## config.mk

```make
export PLATFORM = sky130hd
export DESIGN_NAME = slf_status_lin_flags
export DESIGN_NICKNAME = d
export VERILOG_FILES = /design/src/slf_status_lin_flags_end.sv /design/src/slf_pkg.sv /design/src/slf_lin_if.sv /design/src/slf_lin_chan.sv /design/src/slf_status_lin_flags.sv
export SDC_FILE = /design/constraint.sdc
export NUM_CORES = 1
export LEC_CHECK = 0
export BUFFER_PORTS_ARGS = -buffer_cell sky130_fd_sc_hd__buf_2
export CORE_MARGIN = 5
export CORE_UTILIZATION = 59
export DETAILED_ROUTE_END_ITERATION = 6
export PLACE_DENSITY = 0.78
export RECOVER_POWER = 50
export SLEW_MARGIN = 20
export SYNTH_ARGS = -nofsm -noshare
export SYNTH_HDL_FRONTEND = slang
export SYNTH_SLANG_ARGS = --single-unit
```

## constraint.sdc

```tcl
create_clock -name i_clk_sys -period 4.7 [get_ports i_clk_sys]
set_input_delay 0.47 -clock i_clk_sys [delete_from_list [all_inputs] [get_ports i_clk_sys]]
set_output_delay 0.47 -clock i_clk_sys [all_outputs]
set_load 0.03 [all_outputs]
```

## src/slf_status_lin_flags_end.sv

```systemverilog
// Spare design file; all logic of the block lives in the other files

```

## src/slf_pkg.sv

```systemverilog
// Shared constants and state types for the status word and LIN flag bank
package slf_pkg;

    // ------------------------------------------------------------------
    // Timing
    // ------------------------------------------------------------------
    localparam int CLK_MHZ = 100;
    localparam int DOM_TIMEOUT_US = 10;
    localparam int DOM_TIMEOUT_CYC = DOM_TIMEOUT_US * CLK_MHZ;
    localparam int DOM_CNT_W = 16;
    localparam logic [DOM_CNT_W-1:0] DOM_TIMEOUT_CNT = DOM_TIMEOUT_CYC[DOM_CNT_W-1:0];

    // ------------------------------------------------------------------
    // Channels and SPI framing
    // ------------------------------------------------------------------
    localparam int N_LIN = 2;
    localparam logic [4:0] FRAME_BITS = 5'h10;
    localparam logic [4:0] BYTE_BITS = 5'h08;
    localparam logic [4:0] BIT_CNT_MAX = 5'h1f;
    localparam logic [1:0] CMD_WRITE = 2'b01;
    localparam logic [N_LIN-1:0][15:0] LIN_FAULT_CMD = {16'h2980, 16'h2780};
    localparam logic [N_LIN-1:0][15:0] LIN_WAKE_CMD = {16'h2880, 16'h2680};
    localparam logic [15:0] STATUS_RST = 16'h0000;

    // ------------------------------------------------------------------
    // Status word bit positions
    // ------------------------------------------------------------------
    localparam int ST_INT = 15;
    localparam int ST_WAKE = 14;
    localparam int ST_RST = 13;
    localparam int ST_CAN_G = 12;
    localparam int ST_LIN_G = 11;
    localparam int ST_IO_G = 10;
    localparam int ST_SAFE_G = 9;
    localparam int ST_REG_G = 8;
    localparam int ST_CAN_BUS = 7;
    localparam int ST_CAN_LOC = 6;
    localparam int ST_FIRST_LIN_CHANNEL_SOURCE = 4;
    localparam int ST_IO_HI = 3;
    localparam int ST_IO_LO = 2;
    localparam int ST_REG_HI = 1;
    localparam int ST_REG_LO = 0;

    // ------------------------------------------------------------------
    // LIN fault byte layout and synchroniser vector layout
    // ------------------------------------------------------------------
    localparam int FB_DOM = 7;
    localparam int FB_TERM = 6;
    localparam int FB_OT = 5;
    localparam int FB_RXL = 4;
    localparam int FB_RXH = 3;
    localparam int FB_TXD = 2;
    localparam int FB_TRX = 1;
    localparam int FB_WAKE_RX = 0;
    localparam int SY_BUS_DOM = 0;
    localparam int SY_TERM = 2;
    localparam int SY_OT = 4;
    localparam int SY_RXL = 6;
    localparam int SY_RXH = 8;
    localparam int SY_TXD = 10;
    localparam int SY_WEVT = 12;
    localparam int SY_TRX = 14;
    localparam int SY_WEN = 16;
    localparam int SY_MOSI = 18;
    localparam int SY_CS_N = 19;
    localparam int SY_SCLK = 20;
    localparam int SY_W = 21;

    // ------------------------------------------------------------------
    // State types
    // ------------------------------------------------------------------
    typedef enum logic [0:0] {SPI_IDLE, SPI_XFER} slf_spi_state_type;

    typedef struct packed {
        logic dom;
        logic term;
        logic ot;
        logic rxl;
        logic rxh;
        logic txd;
        logic wake;
        logic wake_prev;
        logic [DOM_CNT_W-1:0] dom_cnt;
    } slf_chan_state_type;

    typedef struct packed {
        slf_spi_state_type st;
        logic [SY_W-1:0] s1;
        logic [SY_W-1:0] s2;
        logic [2:0] spi_d3;
        logic [4:0] bit_cnt;
        logic [15:0] rx;
        logic [7:0] tx;
        logic [15:0] status;
        logic [N_LIN-1:0] clr_fault;
        logic [N_LIN-1:0] clr_wake;
    } slf_top_state_type;

endpackage

```

## src/slf_lin_if.sv

```systemverilog
// Bundle between the status logic and one LIN channel flag bank
`timescale 1ns/1ps
`default_nettype none
interface slf_lin_if;
    logic bus_dom;
    logic term_short;
    logic over_temp;
    logic rxd_low;
    logic rxd_high;
    logic txd_dom;
    logic wake_evt;
    logic trx_mode;
    logic wake_en;
    logic clr_fault;
    logic clr_wake;
    logic [7:0] fault_byte;
    logic wake_src;
    logic fault_pend;

    modport bank (
        input bus_dom, term_short, over_temp, rxd_low, rxd_high, txd_dom,
        input wake_evt, trx_mode, wake_en, clr_fault, clr_wake,
        output fault_byte, wake_src, fault_pend
    );
    modport ctrl (
        output bus_dom, term_short, over_temp, rxd_low, rxd_high, txd_dom,
        output wake_evt, trx_mode, wake_en, clr_fault, clr_wake,
        input fault_byte, wake_src, fault_pend
    );
endinterface
`default_nettype wire

```

## src/slf_lin_chan.sv

```systemverilog
// Flag bank of one LIN channel: latched faults, wake source, real-time state
`timescale 1ns/1ps
`default_nettype none
module slf_lin_chan (
    input wire logic i_clk_sys,
    input wire logic i_sys_rst,
    slf_lin_if.bank lif
);

    slf_pkg::slf_chan_state_type r;
    slf_pkg::slf_chan_state_type n;
    logic dom_hit;

    // Fault latch: condition sets, read clears only once the fault is gone
    function automatic logic fault_latch(input logic flag, input logic cond, input logic clr);
        fault_latch = cond | (flag & ~clr);
    endfunction

    // ------------------------------------------------------------------
    // Next state
    // ------------------------------------------------------------------
    always_comb begin
        n = r;
        dom_hit = (r.dom_cnt == slf_pkg::DOM_TIMEOUT_CNT);
        // Saturating timer so a long clamp never wraps back to clear
        if (!lif.bus_dom) begin
            n.dom_cnt = '0;
        end else if (!dom_hit) begin
            n.dom_cnt = r.dom_cnt + 16'h0001;
        end
        n.dom = fault_latch(r.dom, dom_hit, lif.clr_fault);
        n.term = fault_latch(r.term, lif.term_short, lif.clr_fault);
        n.ot = fault_latch(r.ot, lif.over_temp, lif.clr_fault);
        n.rxl = fault_latch(r.rxl, lif.rxd_low, lif.clr_fault);
        n.rxh = fault_latch(r.rxh, lif.rxd_high, lif.clr_fault);
        n.txd = fault_latch(r.txd, lif.txd_dom, lif.clr_fault);
        // Rising edge of the wake indication; a new event beats the clear
        n.wake_prev = lif.wake_evt;
        n.wake = (lif.wake_evt & ~r.wake_prev) | (r.wake & ~lif.clr_wake);
    end

    // ------------------------------------------------------------------
    // State register
    // ------------------------------------------------------------------
    always_ff @(posedge i_clk_sys or posedge i_sys_rst) begin
        if (i_sys_rst) begin
            r <= '0;
        end else begin
            r <= n;
        end
    end

    // Real-time bits pass straight from the synchronised mode lines
    assign lif.fault_byte[slf_pkg::FB_DOM] = r.dom;
    assign lif.fault_byte[slf_pkg::FB_TERM] = r.term;
    assign lif.fault_byte[slf_pkg::FB_OT] = r.ot;
    assign lif.fault_byte[slf_pkg::FB_RXL] = r.rxl;
    assign lif.fault_byte[slf_pkg::FB_RXH] = r.rxh;
    assign lif.fault_byte[slf_pkg::FB_TXD] = r.txd;
    assign lif.fault_byte[slf_pkg::FB_TRX] = lif.trx_mode;
    assign lif.fault_byte[slf_pkg::FB_WAKE_RX] = lif.wake_en;
    assign lif.wake_src = r.wake;
    assign lif.fault_pend = r.dom | r.term | r.ot | r.rxl | r.rxh | r.txd;

endmodule
`default_nettype wire

```

## src/slf_status_lin_flags.sv

```systemverilog
// Top: SPI status word, LIN flag read-out and read-to-clear control
`timescale 1ns/1ps
`default_nettype none
module slf_status_lin_flags (
    input wire logic i_clk_sys,
    input wire logic i_sys_rst,
    // SPI slave pins
    input wire logic i_spi_sclk,
    input wire logic i_spi_cs_n,
    input wire logic i_spi_mosi,
    output logic o_spi_miso,
    output logic o_spi_miso_oe,
    // LIN channel indications, one bit per channel
    input wire logic [1:0] i_lin_bus_dom,
    input wire logic [1:0] i_lin_term_short,
    input wire logic [1:0] i_lin_over_temp,
    input wire logic [1:0] i_lin_rxd_low,
    input wire logic [1:0] i_lin_rxd_high,
    input wire logic [1:0] i_lin_txd_dom,
    input wire logic [1:0] i_lin_wake_evt,
    input wire logic [1:0] i_lin_trx_mode,
    input wire logic [1:0] i_lin_wake_en,
    // Pending-flag summaries from the other flag banks
    input wire logic i_int_other_pend,
    input wire logic i_wake_other_pend,
    input wire logic i_rst_flags_pend,
    input wire logic i_can_bus_src,
    input wire logic i_can_loc_src,
    input wire logic i_io_hi_src,
    input wire logic i_io_lo_src,
    input wire logic i_safe_src,
    input wire logic i_reg_hi_src,
    input wire logic i_reg_lo_src,
    // Live copy of the status word
    output logic [15:0] o_status_word
);

    // ------------------------------------------------------------------
    // Declarations
    // ------------------------------------------------------------------
    slf_pkg::slf_top_state_type r;
    slf_pkg::slf_top_state_type n;
    logic [slf_pkg::SY_W-1:0] raw;
    logic [slf_pkg::N_LIN-1:0][7:0] fault_byte;
    logic [slf_pkg::N_LIN-1:0] wake_src;
    logic [slf_pkg::N_LIN-1:0] fault_pend;
    logic [slf_pkg::N_LIN-1:0] lin_pend;
    logic [15:0] status_calc;
    logic sclk_q;
    logic cs_n_q;
    logic mosi_q;
    logic sclk_rise;
    logic sclk_fall;

    // ------------------------------------------------------------------
    // Second byte selection
    // ------------------------------------------------------------------
    // The command type is known once the first byte is in, which is just
    // in time to choose what goes out in the second byte
    function automatic logic [7:0] second_byte(
        input logic [7:0] first,
        input logic [7:0] ext_status,
        input logic [slf_pkg::N_LIN-1:0][7:0] fbytes,
        input logic [slf_pkg::N_LIN-1:0] wsrc
    );
        second_byte = 8'h00;
        if (first[7:6] == slf_pkg::CMD_WRITE) begin
            second_byte = ext_status;
        end else begin
            // Reads carry register data, never the extended status
            for (int i = 0; i < slf_pkg::N_LIN; i++) begin
                if (first == slf_pkg::LIN_FAULT_CMD[i][15:8]) begin
                    second_byte = fbytes[i];
                end else if (first == slf_pkg::LIN_WAKE_CMD[i][15:8]) begin
                    second_byte = {7'h00, wsrc[i]};
                end
            end
        end
    endfunction

    // ------------------------------------------------------------------
    // Pin bundle for the synchroniser
    // ------------------------------------------------------------------
    // Every SPI and LIN pin is asynchronous to the system clock, so all pass two stages;
    // select travels inverted so cleared stages read as deselected, not a frame
    assign raw = {i_spi_sclk, ~i_spi_cs_n, i_spi_mosi, i_lin_wake_en,
                  i_lin_trx_mode, i_lin_wake_evt, i_lin_txd_dom, i_lin_rxd_high,
                  i_lin_rxd_low, i_lin_over_temp, i_lin_term_short, i_lin_bus_dom};

    // Synchronised SPI pins, read only from the second stage onward
    assign sclk_q = r.s2[slf_pkg::SY_SCLK];
    assign cs_n_q = ~r.s2[slf_pkg::SY_CS_N];
    assign mosi_q = r.s2[slf_pkg::SY_MOSI];
    assign sclk_rise = sclk_q & ~r.spi_d3[2];
    assign sclk_fall = ~sclk_q & r.spi_d3[2];

    // ------------------------------------------------------------------
    // LIN channel banks
    // ------------------------------------------------------------------
    genvar gi;
    generate
        for (gi = 0; gi < slf_pkg::N_LIN; gi++) begin : g_chan
            slf_lin_if u_if ();

            // Synchronised indications into the bank
            assign u_if.bus_dom = r.s2[slf_pkg::SY_BUS_DOM + gi];
            assign u_if.term_short = r.s2[slf_pkg::SY_TERM + gi];
            assign u_if.over_temp = r.s2[slf_pkg::SY_OT + gi];
            assign u_if.rxd_low = r.s2[slf_pkg::SY_RXL + gi];
            assign u_if.rxd_high = r.s2[slf_pkg::SY_RXH + gi];
            assign u_if.txd_dom = r.s2[slf_pkg::SY_TXD + gi];
            assign u_if.wake_evt = r.s2[slf_pkg::SY_WEVT + gi];
            assign u_if.trx_mode = r.s2[slf_pkg::SY_TRX + gi];
            assign u_if.wake_en = r.s2[slf_pkg::SY_WEN + gi];
            assign u_if.clr_fault = r.clr_fault[gi];
            assign u_if.clr_wake = r.clr_wake[gi];

            // Results back from the bank
            assign fault_byte[gi] = u_if.fault_byte;
            assign wake_src[gi] = u_if.wake_src;
            assign fault_pend[gi] = u_if.fault_pend;
            assign lin_pend[gi] = u_if.fault_pend | u_if.wake_src;

            slf_lin_chan u_chan (
                .i_clk_sys(i_clk_sys),
                .i_sys_rst(i_sys_rst),
                .lif(u_if.bank)
            );
        end
    endgenerate

    // ------------------------------------------------------------------
    // Status word
    // ------------------------------------------------------------------
    // Pure function of the pending flags, so each bit falls by itself as
    // soon as the last flag under it has been read away
    always_comb begin
        status_calc = slf_pkg::STATUS_RST;
        status_calc[slf_pkg::ST_INT] = i_int_other_pend | (|fault_pend);
        status_calc[slf_pkg::ST_WAKE] = i_wake_other_pend | (|wake_src);
        status_calc[slf_pkg::ST_RST] = i_rst_flags_pend;
        status_calc[slf_pkg::ST_CAN_G] = i_can_bus_src | i_can_loc_src;
        status_calc[slf_pkg::ST_LIN_G] = |lin_pend;
        status_calc[slf_pkg::ST_IO_G] = i_io_hi_src | i_io_lo_src;
        status_calc[slf_pkg::ST_SAFE_G] = i_safe_src;
        status_calc[slf_pkg::ST_REG_G] = i_reg_hi_src | i_reg_lo_src;
        status_calc[slf_pkg::ST_CAN_BUS] = i_can_bus_src;
        status_calc[slf_pkg::ST_CAN_LOC] = i_can_loc_src;
        status_calc[slf_pkg::ST_FIRST_LIN_CHANNEL_SOURCE +: slf_pkg::N_LIN] = lin_pend;
        status_calc[slf_pkg::ST_IO_HI] = i_io_hi_src;
        status_calc[slf_pkg::ST_IO_LO] = i_io_lo_src;
        status_calc[slf_pkg::ST_REG_HI] = i_reg_hi_src;
        status_calc[slf_pkg::ST_REG_LO] = i_reg_lo_src;
    end

    // ------------------------------------------------------------------
    // Next state: synchroniser, SPI shifter, read-to-clear decode
    // ------------------------------------------------------------------
    always_comb begin
        n = r;
        n.s1 = raw;
        n.s2 = r.s1;
        n.spi_d3 = r.s2[slf_pkg::SY_SCLK:slf_pkg::SY_MOSI];
        n.status = status_calc;
        // Clear strobes last exactly one cycle
        n.clr_fault = '0;
        n.clr_wake = '0;
        case (r.st)
            slf_pkg::SPI_IDLE: begin
                if (!cs_n_q) begin
                    // Mode 0: first bit of the fixed status is out before any edge
                    n.st = slf_pkg::SPI_XFER;
                    n.bit_cnt = '0;
                    n.rx = '0;
                    n.tx = r.status[15:8];
                end
            end
            slf_pkg::SPI_XFER: begin
                if (cs_n_q) begin
                    n.st = slf_pkg::SPI_IDLE;
                    // Only a complete 16-bit frame counts as a flag read
                    if (r.bit_cnt == slf_pkg::FRAME_BITS) begin
                        for (int i = 0; i < slf_pkg::N_LIN; i++) begin
                            // Real-time bits have no latch, so nothing clears them
                            if (r.rx == slf_pkg::LIN_FAULT_CMD[i]) begin
                                n.clr_fault[i] = 1'b1;
                            end
                            if (r.rx == slf_pkg::LIN_WAKE_CMD[i]) begin
                                n.clr_wake[i] = 1'b1;
                            end
                        end
                    end
                end else begin
                    if (sclk_rise) begin
                        n.rx = {r.rx[14:0], mosi_q};
                        if (r.bit_cnt != slf_pkg::BIT_CNT_MAX) begin
                            n.bit_cnt = r.bit_cnt + 5'h01;
                        end
                    end
                    if (sclk_fall) begin
                        if (r.bit_cnt == slf_pkg::BYTE_BITS) begin
                            n.tx = second_byte(r.rx[7:0], r.status[7:0], fault_byte, wake_src);
                        end else begin
                            // Beyond the second byte the line shifts zeros
                            n.tx = {r.tx[6:0], 1'b0};
                        end
                    end
                end
            end
            default: begin
                n.st = slf_pkg::SPI_IDLE;
            end
        endcase
    end

    // ------------------------------------------------------------------
    // State register
    // ------------------------------------------------------------------
    always_ff @(posedge i_clk_sys or posedge i_sys_rst) begin
        if (i_sys_rst) begin
            r <= '0;
        end else begin
            r <= n;
        end
    end

    // ------------------------------------------------------------------
    // Outputs
    // ------------------------------------------------------------------
    // Output enable follows the synchronised select, two to three cycles late
    assign o_spi_miso = r.tx[7];
    assign o_spi_miso_oe = (r.st == slf_pkg::SPI_XFER);
    assign o_status_word = r.status;

endmodule
`default_nettype wire

```

==> impl_metrics.json <==
{
  "outcome": "finished, final reports clean",
  "hold_depth": 1,
  "synthesis.yosys.warnings": 0,
  "grt_max_degree": 94,
  "timing.critical_path.cells": "or4b_4 > nor4_4 > a221o_1 > a32o_1",
  "grt_first_pass_wirelength_um": 18580,
  "yosysTopAreaCellShare_pct": 60.04,
  "yosysTopAreaCell": "dfrtp_1",
  "setup_viol": 0,
  "grt_overflow": 0,
  "clock_skew_ns": 0.006066,
  "synth_edf_count": 0,
  "p_per_area_mw_per_mm2": 404.6,
  "cts_tree": "built",
  "synthCells": 514,
  "chipHeight_um": 109.8,
  "drt_iter0_drc": 245,
  "die-area_mm2": 0.01206,
  "cts_max_level": 4,
  "synth_seq_cells": 141,
  "peakVddDrop_uv": 314.7,
  "vias_per_cell": 5.643,
  "hold_viol_final": 0,
  "wl_per_cell_um": 15.77,
  "routed_wl_um": 11040,
  "synth_fp_nets": 554,
  "min_period_ns": 2.025,
  "io_pins": 51,
  "globalplace.congestion": 0.8070,
  "fin_crit_sh_pct": 43.08,
  "drive_gt1_share_pct": 17.46,
  "port_buffers": 50,
  "reg2reg_depth": 4,
  "cts_setup_buffers": 0,
  "vias": 3950,
  "insertion_delay_ns": 0.53,
  "worstSetupPathType": "reg2reg",
  "placed_cells": 668,
  "rsz0062_at_grt": "no",
  "hold_buffers": 0,
  "synth_area_mm2": 0.005877,
  "first_pass_iters": 4,
  "crit_arrival_ns": 2.49,
  "path_clk_slew_ns": 0.07,
  "synth_top_cells_by_count": "141 x dfrtp_1, 47 x nand2_1, 30 x nor2_1",
  "min_path_type": "in2reg",
  "clockRootBuffer": "clkbuf_8",
  "fmax_mhz": 493.9,
  "track_usage_pct": 20.14,
  "initial_utilization_pct": 60.40,
  "max-cap-violations": 0,
  "core_area_mm2": 0.009729,
  "cpMaxStageDelayCell": "or4b_4",
  "rows": 36,
  "worst_setup_path_end_kind": "register",
  "drv_slew": 0,
  "critPathMaxFanout": 8,
  "clock_path_buffers": 2,
  "antenna_found_initial": 0,
  "die_w_um": 109.8,
  "cts.sinks": 141,
  "cts-resized-gates": 0,
  "cp.required_ns": 5.16,
  "ys_seq_area_share_pct": 60.04,
  "postRouteAntennaNets": 0,
  "synth_cell_types": 52,
  "start_kind": "register",
  "tns_ns": 0,
  "total_power_uw": 2684,
  "post-place-ws_ns": 2.471,
  "worst_slew_pin_slew_ns": 0.7918,
  "synth_area_per_cell_um2": 11.43,
  "n_fill_cell": 697,
  "nNetsFinal": 594,
  "stdcell_count": 700,
  "synth.most_common_cell": "dfrtp_1",
  "p_leak_uw": 0.002854,
  "async_reset_ff_share_pct": 100.0,
  "crit_path_max_incr_delay_ns": 0.59,
  "dp_hpwl_um": 7406,
  "grt_pass1_vias": 3860,
  "synthTopCellsByArea": "dfrtp_1 60%, nand2_1 3.0%, o21ai_0 2.3%",
  "areaGrowthSynthToFinish_pct": 12.86,
  "cts_made_buffers": 17,
  "setup_ws_ns": 2.675,
  "synthFlopType": "dfrtp_1",
  "drc_errors": 0,
  "diodes": 0,
  "relSlewSlack_pct": 47.22
}
where the power goes:
group	switching (uW)	internal, uW
registers	38.6	1260
clock network	552	668
logic	97.4	65.0
critical path, delay by kind of cell, from the launching register on:
| kind | cells | cell delay (ns) |
|---|---|---|
| AOI/OAI and AO/OA | 2 | 0.43 |
| DFF | 1 | 0.43 |
| and+or+nand+nor | 2 | 1.11 |
sequential cells by signal (all words and copies together) (netlist names):
name / count
g_chan.u_chan.lif.fault_byte: 12
g_chan.u_chan.lif.wake_src: 2
g_chan.u_chan.r: 34
g_chan.u_if.bus_dom: 2
g_chan.u_if.clr_fault: 2
g_chan.u_if.clr_wake: 2
g_chan.u_if.over_temp: 2
g_chan.u_if.rxd_high: 2
g_chan.u_if.rxd_low: 2
g_chan.u_if.term_short: 2
g_chan.u_if.trx_mode: 2
g_chan.u_if.txd_dom: 2
g_chan.u_if.wake_en: 2
g_chan.u_if.wake_evt: 2
mosi_q: 1
n: 23
o_spi_miso: 1
o_status_word: 16
r: 30
routing by layer:
| layer | routed length, um | track usage [%] | part of all wire (%) |
|---|---|---|---|
| met1 | 4943 | 26.90 | 45 |
| met2 | 5329 | 31.46 | 48 |
| met3 | 566 | 5.226 | 5.1 |
| met4 | 200 | 8.281 | 1.8 |
| met5 | 0 | 0 | 0 |
through the flow:
stage | utilization, % | instance area [um2] | hold slack [ns]
floorplan | - | 5877 | 0.3312
global placement | 62.54 | 6085 | 0.3324
global route | 68.17 | 6633 | 0.01997
detailed placement | 62.54 | 6085 | 0.3347
CTS | 68.15 | 6630 | 0.01630
finish | 68.17 | 6633 | 0.03802
logic make-up (layout without fill, tap and decap cells):
group,after synthesis,count (layout),share of synthesized area [%]
flip-flops,141,141,60.04
buffers and inverters,61,114,5.876
multiplexers,5,5,0.8729
AND/OR/NAND/NOR,195,195,18.54
AO/OA/AOI/OAI,85,85,10.20
adder cells (fa/ha/maj),7,7,1.490
XOR/XNOR,20,20,2.981
cells in the final DEF (no fill, tap or decap), drive strengths merged, types with 3 or more instances in the layout:
master,synthesis,layout
clkinvlp,0,3
a32o,7,7
buf,19,52
a22o,3,3
and2,13,13
nor3,9,9
clkbuf,13,18
nor2b,5,5
a221o,7,7
and4,5,5
ha,7,7
a21boi,3,3
dfrtp,141,141
nor2,30,30
mux2i,4,4
a21oi,8,8
nor3b,8,8
or2,7,7
nor4b,3,3
or4,4,4
a21o,10,10
nor4,10,10
or3,9,9
o21ai,29,29
xnor2,15,15
nand4,9,9
xor2,5,5
nand3,14,14
nand2b,5,5
inv,29,38
clkinv,0,3
o211ai,9,9
o31ai,3,3
o22ai,3,3
and3,7,7
or4b,3,3
nand2,47,47
layout make-up:
| cell class | instances | area (um2) | share of cell area, % |
|---|---|---|---|
| clock buffers | 17 | 414.1 | 6.244 |
| clock inverters | 15 | 131.4 | 1.981 |
| inverters | 29 | 113.9 | 1.717 |
| multi-input cells | 312 | 2007 | 30.26 |
| flip-flops and latches | 141 | 3528 | 53.20 |
| well taps | 133 | 166.4 | 2.509 |
| repair buffers | 53 | 271.5 | 4.094 |
path summary, 6_finish.rpt:
kind                              startpoint               endpoint  slack, ns
min                        i_lin_rxd_high[1]                  n[61]       0.04
max reg2reg                            r[35]                  r[24]       2.68
max                                    r[35]                  r[24]       2.68
min reg2reg                            n[72]                  n[51]       0.35
max in group asynchronous          i_sys_rst                  r[22]       3.47
min in group asynchronous          i_sys_rst  g_chan[0].u_chan.r[4]       0.12
Note: power is estimated with default switching activity, not from simulation.
